### config.mk
export PLATFORM = sky130hd
export DESIGN_NAME = isd_ctrl
export DESIGN_NICKNAME = d
export VERILOG_FILES = /design/src/hw/isd_pkg.sv /design/src/hw/isd_ctrl.sv
export SDC_FILE = /design/constraint.sdc
export NUM_CORES = 1
export LEC_CHECK = 0
export BUFFER_PORTS_ARGS = -buffer_cell sky130_fd_sc_hd__buf_2
export CORE_AREA = 10 10 80 109
export DETAILED_ROUTE_END_ITERATION = 6
export DIE_AREA = 0 0 90 119
export PLACE_DENSITY = 0.74
export SYNTH_ARGS = -nofsm -noshare
export SYNTH_HDL_FRONTEND = slang
export SYNTH_SLANG_ARGS = --single-unit
### constraint.sdc
create_clock -name i_core_clk -period 1.4 [get_ports i_core_clk]
set_input_delay 0.28 -clock i_core_clk [delete_from_list [all_inputs] [get_ports i_core_clk]]
set_output_delay 0.28 -clock i_core_clk [all_outputs]
set_load 0.02 [all_outputs]
### src/hw/isd_pkg.sv
// shared constants, types and helpers of the interrupt controller with supply detector
package isd_pkg;

    // ------------------------------------------------------------
    // register indices on the cpu data-memory port
    // ------------------------------------------------------------
    localparam logic [2:0] REG_SDC = 3'h0; // supply_detect_control
    localparam logic [2:0] REG_PES = 3'h1; // pin_edge_select
    localparam logic [2:0] REG_IC1 = 3'h2; // irq_control_first
    localparam logic [2:0] REG_IC2 = 3'h3; // irq_control_second
    localparam logic [2:0] REG_IC3 = 3'h4; // irq_control_third

    // ------------------------------------------------------------
    // field positions
    // ------------------------------------------------------------
    localparam int SDC_LOW_BIT = 5;
    localparam int SDC_EN_BIT = 4;
    localparam int SDC_BG_BIT = 3;
    localparam int SDC_LVL_LSB = 0;
    localparam int IC1_LVF_BIT = 6;
    localparam int IC1_SERF_BIT = 5;
    localparam int IC1_PINF_BIT = 4;
    localparam int IC1_LVE_BIT = 3;
    localparam int IC1_SERE_BIT = 2;
    localparam int IC1_PINE_BIT = 1;
    localparam int IC1_EMI_BIT = 0;
    localparam int IC2_CMPAF_BIT = 7;
    localparam int IC2_CMPPF_BIT = 6;
    localparam int IC2_EEF_BIT = 5;
    localparam int IC2_CONVF_BIT = 4;
    localparam int IC2_CMPAE_BIT = 3;
    localparam int IC2_CMPPE_BIT = 2;
    localparam int IC2_EEE_BIT = 1;
    localparam int IC2_CONVE_BIT = 0;
    localparam int IC3_TB1F_BIT = 5;
    localparam int IC3_TB0F_BIT = 4;
    localparam int IC3_TB1E_BIT = 1;
    localparam int IC3_TB0E_BIT = 0;

    // ------------------------------------------------------------
    // reset values
    // ------------------------------------------------------------
    localparam logic [7:0] SDC_RST = 8'h00;
    localparam logic [1:0] PES_RST = 2'h0;
    localparam logic [8:0] FLAGS_RST = 9'h000;
    localparam logic [8:0] ENABLES_RST = 9'h000;
    localparam logic EMI_RST = 1'b0;

    // ------------------------------------------------------------
    // source indices, lower index wins arbitration
    // ------------------------------------------------------------
    localparam int NSRC = 9;
    localparam logic [3:0] SRC_PIN = 4'h0;
    localparam logic [3:0] SRC_SER = 4'h1;
    localparam logic [3:0] SRC_LOW = 4'h2;
    localparam logic [3:0] SRC_CMPP = 4'h3;
    localparam logic [3:0] SRC_CMPA = 4'h4;
    localparam logic [3:0] SRC_EE = 4'h5;
    localparam logic [3:0] SRC_CONV = 4'h6;
    localparam logic [3:0] SRC_TB0 = 4'h7;
    localparam logic [3:0] SRC_TB1 = 4'h8;

    // ------------------------------------------------------------
    // timing: low-supply interrupt delay
    // ------------------------------------------------------------
    localparam int CLK_PERIOD_NS = 25;
    localparam int T_LVD_NS = 15000;
    localparam int LVD_CNT = (T_LVD_NS + CLK_PERIOD_NS - 1) / CLK_PERIOD_NS;
    localparam int LVD_CW = $clog2(LVD_CNT + 1);

    // ------------------------------------------------------------
    // types
    // ------------------------------------------------------------
    typedef struct packed {
        logic serial;
        logic conv;
        logic eeprom;
        logic cmp_a;
        logic cmp_p;
        logic tb0;
        logic tb1;
    } isd_evt_t;

    typedef struct packed {
        logic [2:0] addr;
        logic wr;
        logic [7:0] wdata;
    } isd_regreq_t;

    typedef enum logic [1:0] {
        ARB_IDLE = 2'b01,
        ARB_OFFER = 2'b10
    } isd_arb_t;

    // trip level in millivolts; code 0 is reserved and reads as 0
    function automatic logic [12:0] isd_trip_mv(input logic [2:0] code);
        case (code)
            3'h1: isd_trip_mv = 13'h898; // 2200
            3'h2: isd_trip_mv = 13'h960; // 2400
            3'h3: isd_trip_mv = 13'hA8C; // 2700
            3'h4: isd_trip_mv = 13'hBB8; // 3000
            3'h5: isd_trip_mv = 13'hCE4; // 3300
            3'h6: isd_trip_mv = 13'hE10; // 3600
            3'h7: isd_trip_mv = 13'hFA0; // 4000
            default: isd_trip_mv = 13'h000;
        endcase
    endfunction

endpackage

### src/hw/isd_ctrl.sv
// interrupt controller with low-supply detector control, registers and vector arbiter
`timescale 1ns/1ps
`default_nettype none

module isd_ctrl
    import isd_pkg::*;
(
    input wire logic i_core_clk,
    input wire logic i_rst,
    input wire logic i_ce,
    input wire isd_regreq_t i_reg,
    output logic [7:0] o_reg_rdata,
    input wire logic i_supply_low,
    input wire logic i_sleep,
    input wire logic i_rlvl_enable,
    input wire logic i_ext_pin,
    input wire isd_evt_t i_evt,
    input wire logic i_stack_full,
    input wire logic i_irq_ack,
    output logic o_irq_req,
    output logic [3:0] o_irq_vector,
    output logic o_wake,
    output logic o_detector_on,
    output logic o_bandgap_on,
    output logic [2:0] o_trip_level,
    output logic [12:0] o_trip_mv
);

    // ------------------------------------------------------------
    // state
    // ------------------------------------------------------------
    logic [2:0] trip_lvl_r;
    logic det_en_r;
    logic bg_out_en_r;
    logic low_flag_r;
    logic [1:0] edge_sel_r;
    logic pin_prev_r;
    logic [8:0] flags_r;
    logic [8:0] flags_nxt;
    logic [8:0] en_r;
    logic emi_r;
    logic [LVD_CW-1:0] lvd_cnt_r;
    isd_arb_t arb_r;
    logic [3:0] vec_r;
    logic req_r;
    logic wake_r;
    logic det_on_r;
    logic bg_on_r;
    logic [7:0] rdata_r;
    logic [12:0] trip_mv_r;

    // ------------------------------------------------------------
    // helpers
    // ------------------------------------------------------------
    localparam logic [LVD_CW-1:0] LVD_LAST = LVD_CW'(LVD_CNT - 1);
    localparam logic [LVD_CW-1:0] LVD_SAT = LVD_CW'(LVD_CNT);

    // lowest pending index wins
    function automatic logic [3:0] first_set(input logic [8:0] vec);
        first_set = 4'h0;
        for (int i = NSRC - 1; i >= 0; i--) begin
            if (vec[i]) begin
                first_set = 4'(i);
            end
        end
    endfunction

    // one-hot mask for a source index
    function automatic logic [8:0] src_mask(input logic [3:0] idx);
        src_mask = 9'h000;
        for (int i = 0; i < NSRC; i++) begin
            if (idx == 4'(i)) begin
                src_mask[i] = 1'b1;
            end
        end
    endfunction

    logic wr_sdc, wr_pes, wr_ic1, wr_ic2, wr_ic3;
    logic det_active;
    logic pin_rise, pin_fall, pin_hit;
    logic lvd_set;
    logic ack_take;
    logic [8:0] set_vec;
    logic [8:0] wr_mask;
    logic [8:0] wr_val;
    logic [8:0] ack_clr;
    logic [8:0] pending;

    // ------------------------------------------------------------
    // write strobes and detector gating
    // ------------------------------------------------------------
    assign wr_sdc = i_reg.wr && (i_reg.addr == REG_SDC);
    assign wr_pes = i_reg.wr && (i_reg.addr == REG_PES);
    assign wr_ic1 = i_reg.wr && (i_reg.addr == REG_IC1);
    assign wr_ic2 = i_reg.wr && (i_reg.addr == REG_IC2);
    assign wr_ic3 = i_reg.wr && (i_reg.addr == REG_IC3);
    assign det_active = det_en_r && !i_sleep;

    // pin edges, input is already synchronous to the core clock
    assign pin_rise = i_ext_pin && !pin_prev_r;
    assign pin_fall = !i_ext_pin && pin_prev_r;
    assign pin_hit = (edge_sel_r[0] && pin_rise) || (edge_sel_r[1] && pin_fall);

    // fires once per low excursion, on the cycle the delay completes
    assign lvd_set = low_flag_r && (lvd_cnt_r == LVD_LAST);
    assign ack_take = i_irq_ack && (arb_r == ARB_OFFER);
    assign pending = flags_r & en_r;

    // ------------------------------------------------------------
    // flag set, write and service-clear vectors
    // ------------------------------------------------------------
    always_comb begin
        set_vec = 9'h000;
        set_vec[SRC_PIN] = pin_hit;
        set_vec[SRC_SER] = i_evt.serial;
        set_vec[SRC_LOW] = lvd_set;
        set_vec[SRC_CMPP] = i_evt.cmp_p;
        set_vec[SRC_CMPA] = i_evt.cmp_a;
        set_vec[SRC_EE] = i_evt.eeprom;
        set_vec[SRC_CONV] = i_evt.conv;
        set_vec[SRC_TB0] = i_evt.tb0;
        set_vec[SRC_TB1] = i_evt.tb1;
        wr_mask = 9'h000;
        wr_val = 9'h000;
        if (wr_ic1) begin
            wr_mask[SRC_LOW] = 1'b1;
            wr_mask[SRC_SER] = 1'b1;
            wr_mask[SRC_PIN] = 1'b1;
            wr_val[SRC_LOW] = i_reg.wdata[IC1_LVF_BIT];
            wr_val[SRC_SER] = i_reg.wdata[IC1_SERF_BIT];
            wr_val[SRC_PIN] = i_reg.wdata[IC1_PINF_BIT];
        end
        if (wr_ic2) begin
            wr_mask[SRC_CMPA] = 1'b1;
            wr_mask[SRC_CMPP] = 1'b1;
            wr_mask[SRC_EE] = 1'b1;
            wr_mask[SRC_CONV] = 1'b1;
            wr_val[SRC_CMPA] = i_reg.wdata[IC2_CMPAF_BIT];
            wr_val[SRC_CMPP] = i_reg.wdata[IC2_CMPPF_BIT];
            wr_val[SRC_EE] = i_reg.wdata[IC2_EEF_BIT];
            wr_val[SRC_CONV] = i_reg.wdata[IC2_CONVF_BIT];
        end
        if (wr_ic3) begin
            wr_mask[SRC_TB1] = 1'b1;
            wr_mask[SRC_TB0] = 1'b1;
            wr_val[SRC_TB1] = i_reg.wdata[IC3_TB1F_BIT];
            wr_val[SRC_TB0] = i_reg.wdata[IC3_TB0F_BIT];
        end
        ack_clr = ack_take ? src_mask(vec_r) : 9'h000;
        // a hardware set beats a software or service clear in the same cycle
        flags_nxt = set_vec | (wr_mask & wr_val) | (~wr_mask & flags_r & ~ack_clr);
    end

    // ------------------------------------------------------------
    // supply detector control register
    // ------------------------------------------------------------
    always_ff @(posedge i_core_clk) begin
        if (i_rst) begin
            trip_lvl_r <= SDC_RST[SDC_LVL_LSB +: 3];
            det_en_r <= SDC_RST[SDC_EN_BIT];
            bg_out_en_r <= SDC_RST[SDC_BG_BIT];
        end else if (i_ce && wr_sdc) begin
            trip_lvl_r <= i_reg.wdata[SDC_LVL_LSB +: 3];
            det_en_r <= i_reg.wdata[SDC_EN_BIT];
            bg_out_en_r <= i_reg.wdata[SDC_BG_BIT];
        end
    end

    // comparator result is only meaningful while the detector runs; no glitch filter here
    always_ff @(posedge i_core_clk) begin
        if (i_rst) begin
            low_flag_r <= SDC_RST[SDC_LOW_BIT];
        end else if (i_ce) begin
            low_flag_r <= i_supply_low && det_active;
        end
    end

    // delay counter, restarts on every drop of the low flag
    always_ff @(posedge i_core_clk) begin
        if (i_rst) begin
            lvd_cnt_r <= '0;
        end else if (i_ce) begin
            if (!low_flag_r) begin
                lvd_cnt_r <= '0;
            end else if (lvd_cnt_r != LVD_SAT) begin
                lvd_cnt_r <= lvd_cnt_r + LVD_CW'(1);
            end
        end
    end

    // ------------------------------------------------------------
    // pin edge select and pin history
    // ------------------------------------------------------------
    always_ff @(posedge i_core_clk) begin
        if (i_rst) begin
            edge_sel_r <= PES_RST;
            pin_prev_r <= 1'b0;
        end else if (i_ce) begin
            pin_prev_r <= i_ext_pin;
            if (wr_pes) begin
                edge_sel_r <= i_reg.wdata[1:0];
            end
        end
    end

    // ------------------------------------------------------------
    // request flags and enables
    // ------------------------------------------------------------
    always_ff @(posedge i_core_clk) begin
        if (i_rst) begin
            flags_r <= FLAGS_RST;
        end else if (i_ce) begin
            flags_r <= flags_nxt;
        end
    end

    always_ff @(posedge i_core_clk) begin
        if (i_rst) begin
            en_r <= ENABLES_RST;
        end else if (i_ce) begin
            if (wr_ic1) begin
                en_r[SRC_LOW] <= i_reg.wdata[IC1_LVE_BIT];
                en_r[SRC_SER] <= i_reg.wdata[IC1_SERE_BIT];
                en_r[SRC_PIN] <= i_reg.wdata[IC1_PINE_BIT];
            end
            if (wr_ic2) begin
                en_r[SRC_CMPA] <= i_reg.wdata[IC2_CMPAE_BIT];
                en_r[SRC_CMPP] <= i_reg.wdata[IC2_CMPPE_BIT];
                en_r[SRC_EE] <= i_reg.wdata[IC2_EEE_BIT];
                en_r[SRC_CONV] <= i_reg.wdata[IC2_CONVE_BIT];
            end
            if (wr_ic3) begin
                en_r[SRC_TB1] <= i_reg.wdata[IC3_TB1E_BIT];
                en_r[SRC_TB0] <= i_reg.wdata[IC3_TB0E_BIT];
            end
        end
    end

    // global enable; a software write in the ack cycle overrides the service clear
    always_ff @(posedge i_core_clk) begin
        if (i_rst) begin
            emi_r <= EMI_RST;
        end else if (i_ce) begin
            if (wr_ic1) begin
                emi_r <= i_reg.wdata[IC1_EMI_BIT];
            end else if (ack_take) begin
                emi_r <= 1'b0;
            end
        end
    end

    // ------------------------------------------------------------
    // vector arbiter: offer one vector, hold it until taken or withdrawn
    // ------------------------------------------------------------
    always_ff @(posedge i_core_clk) begin
        if (i_rst) begin
            arb_r <= ARB_IDLE;
            vec_r <= SRC_PIN;
            req_r <= 1'b0;
        end else if (i_ce) begin
            case (arb_r)
                ARB_IDLE: begin
                    if (emi_r && !i_stack_full && (|pending)) begin
                        arb_r <= ARB_OFFER;
                        vec_r <= first_set(pending);
                        req_r <= 1'b1;
                    end
                end
                ARB_OFFER: begin
                    // withdraw if the cpu cannot take it any more, rather than stall a stale vector
                    if (ack_take || !emi_r || i_stack_full || !pending[vec_r]) begin
                        arb_r <= ARB_IDLE;
                        req_r <= 1'b0;
                    end
                end
                default: begin
                    arb_r <= ARB_IDLE;
                    req_r <= 1'b0;
                end
            endcase
        end
    end

    // ------------------------------------------------------------
    // wake, analog enables and trip level outputs
    // ------------------------------------------------------------
    always_ff @(posedge i_core_clk) begin
        if (i_rst) begin
            wake_r <= 1'b0;
            det_on_r <= 1'b0;
            bg_on_r <= 1'b0;
            trip_mv_r <= 13'h000;
        end else if (i_ce) begin
            wake_r <= |flags_r;
            det_on_r <= det_active;
            bg_on_r <= det_en_r || i_rlvl_enable || bg_out_en_r;
            trip_mv_r <= isd_trip_mv(trip_lvl_r);
        end
    end

    // ------------------------------------------------------------
    // register read port, one cycle latency
    // ------------------------------------------------------------
    always_ff @(posedge i_core_clk) begin
        if (i_rst) begin
            rdata_r <= 8'h00;
        end else if (i_ce) begin
            case (i_reg.addr)
                REG_SDC: rdata_r <= {2'h0, low_flag_r, det_en_r, bg_out_en_r, trip_lvl_r};
                REG_PES: rdata_r <= {6'h00, edge_sel_r};
                REG_IC1: rdata_r <= {1'b0, flags_r[SRC_LOW], flags_r[SRC_SER], flags_r[SRC_PIN],
                                     en_r[SRC_LOW], en_r[SRC_SER], en_r[SRC_PIN], emi_r};
                REG_IC2: rdata_r <= {flags_r[SRC_CMPA], flags_r[SRC_CMPP], flags_r[SRC_EE], flags_r[SRC_CONV],
                                     en_r[SRC_CMPA], en_r[SRC_CMPP], en_r[SRC_EE], en_r[SRC_CONV]};
                REG_IC3: rdata_r <= {2'h0, flags_r[SRC_TB1], flags_r[SRC_TB0], 2'h0, en_r[SRC_TB1], en_r[SRC_TB0]};
                default: rdata_r <= 8'h00;
            endcase
        end
    end

    assign o_reg_rdata = rdata_r;
    assign o_irq_req = req_r;
    assign o_irq_vector = vec_r;
    assign o_wake = wake_r;
    assign o_detector_on = det_on_r;
    assign o_bandgap_on = bg_on_r;
    assign o_trip_level = trip_lvl_r;
    assign o_trip_mv = trip_mv_r;
endmodule

`default_nettype wire

==> results of run 1 <==
[cells by family (layout without fill, tap and decap cells)]
kind of cell / count (synthesis) / in the layout / synth area share, %
and+or+nand+nor: 155 / 155 / 24.2
AOI/OAI and AO/OA: 99 / 99 / 20.7
DFF: 65 / 65 / 40.0
buffers and inverters: 37 / 143 / 5.31
muxes: 22 / 22 / 6.97
xor gates and xnor gates: 7 / 7 / 1.89
adders and majority gates: 2 / 2 / 0.770
other: 1 / 3 / 0.115
[state kept, by name (all words and copies together) (netlist names)]
register,cells
en_r,9
o_reg_rdata,8
o_irq_vector,4
o_trip_mv,10
low_flag_r,1
o_wake,1
flags_r,9
lvd_cnt_r,10
det_en_r,1
bg_out_en_r,1
arb_r,2
o_trip_level,3
pin_prev_r,1
o_bandgap_on,1
emi_r,1
edge_sel_r,2
o_detector_on,1
[worst max path at each step]
stage,cells past startpoint,to,startpoint
after global placement,5,o_irq_vector[0]$_SDFFE_PP0P_,flags_r[6]$_SDFFE_PP0P_
after global routing,5,lvd_cnt_r[1]$_SDFFE_PP0P_,lvd_cnt_r[5]$_SDFFE_PP0P_
after floorplan,6,arb_r[0]$_SDFFE_PP1P_,o_irq_vector[1]$_SDFFE_PP0P_
after CTS,5,lvd_cnt_r[1]$_SDFFE_PP0P_,lvd_cnt_r[5]$_SDFFE_PP0P_
final,4,o_irq_vector[1]$_SDFFE_PP0P_,en_r[4]$_SDFFE_PP0P_
after detailed placement,5,o_irq_vector[0]$_SDFFE_PP0P_,flags_r[4]$_SDFFE_PP0P_
[placed cells by master (no fill, tap or decap), types with 9 or more instances in the layout]
cell type	netlist	layout
a21oi_1	29	28
a22oi_1	12	12
buf_2	6	56
buf_4	3	56
clkbuf_8	0	10
dfxtp_1	65	48
dfxtp_2	0	14
inv_1	9	9
mux2i_1	17	17
nand2_1	39	37
nand3_1	19	19
nor2_1	44	44
[layer usage]
metal,share of wire (%),vias up,global-route usage (%)
li1,-,1591,-
met1,41,1529,19.8
met2,49,124,31.3
met3,5.4,34,4.34
met4,4.5,0,11.3
met5,0,-,0
[critical path, delay by kind of cell, from the launching register on]
family           cells  cell delay, ns
AO/OA/AOI/OAI        3            0.67
AND/OR/NAND/NOR      1            0.38
flip-flops           1            0.31
[power by group through the flow]
stage	registers (mW)	logic (mW)	clock network (mW)
floorplan	1.99	0.214	0
global placement	1.96	0.435	0
detailed placement	1.96	0.441	0
CTS	1.92	0.445	2.03
global route	1.92	0.497	2.13
finish	1.91	0.462	2.00
[cell type report]
| cell class | instances | area [um2] | share of cell area, % |
|---|---|---|---|
| well taps | 95 | 119 | 2.69 |
| clock inverters | 6 | 114 | 2.58 |
| flip-flops and latches | 65 | 1330 | 30.1 |
| multi-input cells | 288 | 1880 | 42.5 |
| repair buffers | 117 | 801 | 18.1 |
| clock buffers | 10 | 138 | 3.12 |
| inverters | 10 | 37.5 | 0.850 |
[synthesized netlist by cell type (8+ instances only)]
| library cell | count | area [um2] |
|---|---|---|
| a21oi_1 | 29 | 145 |
| dfxtp_1 | 65 | 1300 |
| nand2b_1 | 8 | 50.1 |
| mux2i_1 | 17 | 170 |
| clkbuf_1 | 16 | 60.1 |
| nand2_1 | 39 | 146 |
| nor2_1 | 44 | 165 |
| a22oi_1 | 12 | 90.1 |
| o21ai_0 | 8 | 40.0 |
| nand3_1 | 19 | 95.1 |
| inv_1 | 9 | 33.8 |
| nor2b_1 | 10 | 62.6 |
| nor3_1 | 8 | 40.0 |
[repair_timing]
action | 4_1_cts | 5_1_grt
gates resized for setup | 9 | 31
buffers inserted | 2 | 2
pin swaps | 2 | 12
hold buffers | 0 | 0
setup endpoints to repair | 11 | 24
==> results.md, run 1 <==
* Outcome: finished, violations left
* Failing checks: negative setup slack
* Part of the power in the clock network at 45.8%
* Share of cells above drive strength 1 at 35.5%
* Final ANT Viol Nets at 0
* Post-synth cell types at 60
* RSZ-0062 raised after global routing: true
* Worst Reg-to-Reg Cells at 4
* Final setup viols at 7
* I/O pin total at 60
* Final instance area at 4420 um2
* Crit path kind: register to register
* Ys flop type: dfxtp_1
* Core area at 6800 um2
* Die Span X at approximately 90 um
* Clock Sink Count at between 60 and 70
* DRC viols at 0
* Placement Setup Slack at -0.0952 ns
* Final Non-Filler Cells at 591
* Initial antenna violation count at 0
* Routability Congestion at 0.952
* Post-layout min period at 1.46 ns
* Detailed-route via count at ~3.3k
* Die height at 119 um
* Root Buffer: clkbuf_8
* Worst hold margin at 0.189 ns
* Worst Hold End: flags_r[8]$_SDFFE_PP0P_
* Startpoint types: register
* 1st-pass router iterations at 5
* Hpwl dp at 7480 um
* Internal power at 3.33 mW
* GR Overflow Total at 0
* Final core occ at 65.0%
* Fin. max-slew vios at 0
* Cells after DPL at 571
* Filler instances at just under 600
* Final hold vios at 0
* Post-synth EDFFs at 0
* Yosys warning count at 0
* Die ar. at 10700 um2
* P_sw at 1.05 mW
* Buffers on Ports at 56
* CTS Buf Count at 9
* Later-pin clock latency in the skew report at between 0.3 and 0.4 ns
* Fin crit share at 104%
* Cells after Synth at 388
* CP Cell Sequence: a22o_1, nor4_4, a21oi_4, o31ai_1
* Pwr Total at around 4.4 mW
* Clk_skew at around 0.012 ns
* Worst Path Required at 1.64 ns
* #FFs+latches synth at 65
* Final setup TNS at -0.206 ns
* Total track usage at approximately 18%
* DR iter-0 viols at 251
* Antenna cells at 0
* Global-route wire length before repair at 16000 um
* Number of max-cap violations at 0
* Post-Syn Area at about 3300 um2
* Post-synthesis sequential area ratio at 40.0%
* DP Area at 4010 um2
* Seq pwr share at 43.7%
* # rows at 36
* Synth-to-Final Area Change at 35.9%
* Fmax at 0.685 GHz
* Slowest CP cell: nor4_4
* Clock-pin slew of the registers on the worst-case setup and hold paths at 0.07 ns
* Worst IR Drop VDD at 679 uV
* Comb pwr share at 10.5%
* Routed len/inst at 16.8 um
* Final #Nets at 521
* H-tree depth at 3
* CTS tree: yes
* Delay of the slowest critical-path stage at 0.38 ns
* R2r startpoint: en_r[4]$_SDFFE_PP0P_
* Initial core utilization at 47.8%
* Worst Hold Path Cells at 3
* Ys async rst share at 0%
* Setup ws final at -0.0598 ns
* Synth Area per Inst at 8.38 um2
* Crit path DAT at 1.70 ns
* Hold WC Path Type: input pin to register
* Reg2reg end: o_irq_vector[1]$_SDFFE_PP0P_
* Via density at 5.55
* FF-to-FF setup slack at -0.06 ns
* Worst Path Max Fanout at 7
* DRT Wirelength at 9940 um
* Pleak at roughly 1.9 nW
* Clk buf depth at 2
* Worst setup EP type: register
* Vias in the first global route at ~3.2k
* Largest net degree at the start of global routing at 33
* Pwr Density at 992 nW/um2
* Start point of the worst min-delay path: i_evt[0]
* Switching share of power at 24.1%
No activity file was read; power rests on OpenSTA's default activity.
==> inputs of run 2 (changes only) <==
--- a/config.mk
+++ b/config.mk
@@ -10,6 +10,7 @@
 export DETAILED_ROUTE_END_ITERATION = 6
 export DIE_AREA = 0 0 90 119
 export PLACE_DENSITY = 0.74
+export SETUP_SLACK_MARGIN = 0.2
 export SYNTH_ARGS = -nofsm -noshare
 export SYNTH_HDL_FRONTEND = slang
 export SYNTH_SLANG_ARGS = --single-unit
==> results.md, run 2 (synthesized netlist as in run 1, its figures left out) <==
* Clk buf depth at 2 (unchanged)
* Fin crit share at 103% (-1.3 points)
* Pwr Density at 839 nW/um2 (-15%)
* Slowest CP cell: dfxtp_2
* Die Span X at 90 um (unchanged)
* CP Cell Sequence: nor4b_4, nand3_2, o41ai_4, mux2i_1, nor2_1
* Filler instances at 521 (-10%)
* Placement Setup Slack at -0.152 ns (-0.0569 ns)
* Die height at 119 um (unchanged)
* Fmax at 0.693 GHz (+1.2%)
* Commonest non-fill, non-tap cell in the layout: buf_4
* DR iter-0 viols at 280 (+12%)
* Final hold vios at 0 (unchanged)
* Largest net degree at the start of global routing at 36 (+9.1%)
* Vias in the first global route at 3498 (+8.2%)
* Met3 usage at 5.22% (+0.88 points)
* Worst IR Drop VDD at 751 uV (+11%)
* Part of the power in the clock network at 40.0% (-5.8 points)
* Crit path DAT at 1.67 ns (-0.03 ns)
* Internal power at 3.02 mW (-9.4%)
* Failing checks: negative setup slack
* Comb pwr share at 12.6% (+2.1 points)
* Switching share of power at 25.6% (+1.5 points)
* Global-route wire length before repair at 17500 um (+9.1%)
* Clk_skew at 0.00803 ns (-0.00356 ns)
* Share of cells above drive strength 1 at 46.6% (+11 points)
* DRT Wirelength at 11200 um (+13%)
* Hold WC Path Type: input pin to register
* Seq pwr share at 47.3% (+3.6 points)
* Clock-pin slew of the registers on the worst-case setup and hold paths at 0.07 ns (about the same)
* Routed len/inst at 18.4 um (+9.4%)
* Worst Path Required at 1.63 ns (about the same)
* Outcome: finished, violations left
* Initial core utilization at 47.8% (unchanged)
* Busiest grt layer: met2
* Crit-path leading delay family: simple AND/OR/NAND/NOR gates
* Final #Nets at 539 (+3.5%)
* Later-pin clock latency in the skew report at 0.35 ns (about the same)
* Pleak at 2.00 nW (+7.5%)
* Delay of the slowest critical-path stage at 0.33 ns (-0.05 ns)
* # rows at 36 (unchanged)
* P_sw at 1.04 mW (-1.5%)
* Worst hold margin at 0.195 ns (+0.00675 ns)
* Die ar. at 10700 um2 (unchanged)
* Crit path kind: register to register
* I/O pin total at 60 (unchanged)
* Final setup TNS at -0.243 ns (-0.0364 ns)
* Detailed-route via count at 3507 (+7.0%)
* Synth-to-Final Area Change at 48.6%
* Setup ws final at -0.0423 ns (+0.0175 ns)
* DRC viols at 0 (unchanged)
* Post-layout min period at 1.44 ns (-0.0175 ns)
* Antenna cells at 0 (unchanged)
* Clock Sink Count at 65 (unchanged)
* Hpwl dp at 7820 um (+4.6%)
* H-tree depth at 3 (unchanged)
* 1st-pass router iterations at 4 (-1)
* WP buf/inv at 0 (unchanged)
* Most frequent cells in the layout: buf_4 (59), buf_2 (48), nor2_1 (41)
* Fin. max-slew vios at 0 (unchanged)
* CTS Buf Count at 9 (unchanged)
* GRT met1 Usage at 20.7% (+0.97 points)
* Worst setup EP type: register
* Final ANT Viol Nets at 0 (unchanged)
* FF-to-FF setup slack at -0.04 ns (+0.02 ns)
* Pwr Total at 4.05 mW (-7.5%)
* Core area at 6800 um2 (unchanged)
* Routability Congestion at 1.03 (+8.2%)
* CTS tree: yes
* Startpoint types: register
* GR Overflow Total at 0 (unchanged)
* Via density at 5.77 (+4.0%)
* Number of max-cap violations at 0 (unchanged)
* Root Buffer: clkbuf_8
* Worst Path Max Fanout at 3 (-4)
* RSZ-0062 raised after global routing: true
* Routing usage on met2 at 35.5% (+4.2 points)
* DP Area at 4020 um2 (+0.16%)
* Final setup viols at 9 (+2)
* Total track usage at 19.7% (+1.5 points)
* Initial antenna violation count at 0 (unchanged)
* Buffers on Ports at 56 (unchanged)
* Final instance area at 4830 um2 (+9.3%)
==> run 2: cell count changes in the layout (fill, tap and decap cells not counted), sizes merged <==
cell,delta
buf,+17
inv,-2
clkinvlp,-2
clkbuf,+3
clkinv,+3
bufinv,-2
==> run 2: layout make-up <==
| cell class | count | area (um2) | share of cell area [%] |
|---|---|---|---|
| Multi-Input combinational cell | 288 | 2110 | 43.7 |
| Clock buffer | 12 | 155 | 3.21 |
| Inverter | 10 | 38.8 | 0.803 |
| Sequential cell | 65 | 1360 | 28.1 |
| Clock inverter | 3 | 40.0 | 0.829 |
| Tap cell | 95 | 119 | 2.46 |
| Timing Repair Buffer | 135 | 1010 | 21.0 |
==> run 2: repair_timing <==
action                                  4_1_cts  5_1_grt
endpoints found under the setup margin       36       50
pin swaps                                    25       33
buffers inserted                             14        7
hold buffers                                  0        0
resized for setup                            77       44
==> run 2: worst paths after layout <==
path | depth (start not counted) | to | startpoint
min | 3 | flags_r[8]$_SDFFE_PP0P_ | i_evt[0]
max reg2reg | 5 | lvd_cnt_r[1]$_SDFFE_PP0P_ | lvd_cnt_r[8]$_SDFFE_PP0P_
max | 5 | lvd_cnt_r[1]$_SDFFE_PP0P_ | lvd_cnt_r[8]$_SDFFE_PP0P_
min reg2reg | 2 | o_reg_rdata[4]$_SDFFE_PP0P_ | o_reg_rdata[4]$_SDFFE_PP0P_
==> run 2: layer usage <==
metal | vias up | routed length [um]
met5 | - | 0
li1 | 1631 | -
met2 | 151 | 5800
met4 | 0 | 435
met3 | 38 | 634
met1 | 1687 | 4320
==> run 2: tightest hold or removal path, cell delays in order <==
cell     delay (ns)
buf_2          0.10
nand2_1        0.06
a21oi_1        0.06
==> run 2: power by group through the flow <==
stage / logic (mW) / registers, mW / clock network, mW
floorplan: 0.225 / 1.99 / 0
global placement: 0.428 / 1.97 / 0
detailed placement: 0.438 / 1.97 / 0
CTS: 0.470 / 1.92 / 1.64
global route: 0.547 / 1.92 / 1.71
finish: 0.513 / 1.92 / 1.62
==> run 2: metrics by stage <==
step | instances | utilization [%]
CTS | 601 | 67.4
detailed placement | 572 | 59.1
global placement | 572 | 59.1
finish | 608 | 71.0
global route | 608 | 71.0
floorplan | 390 | -
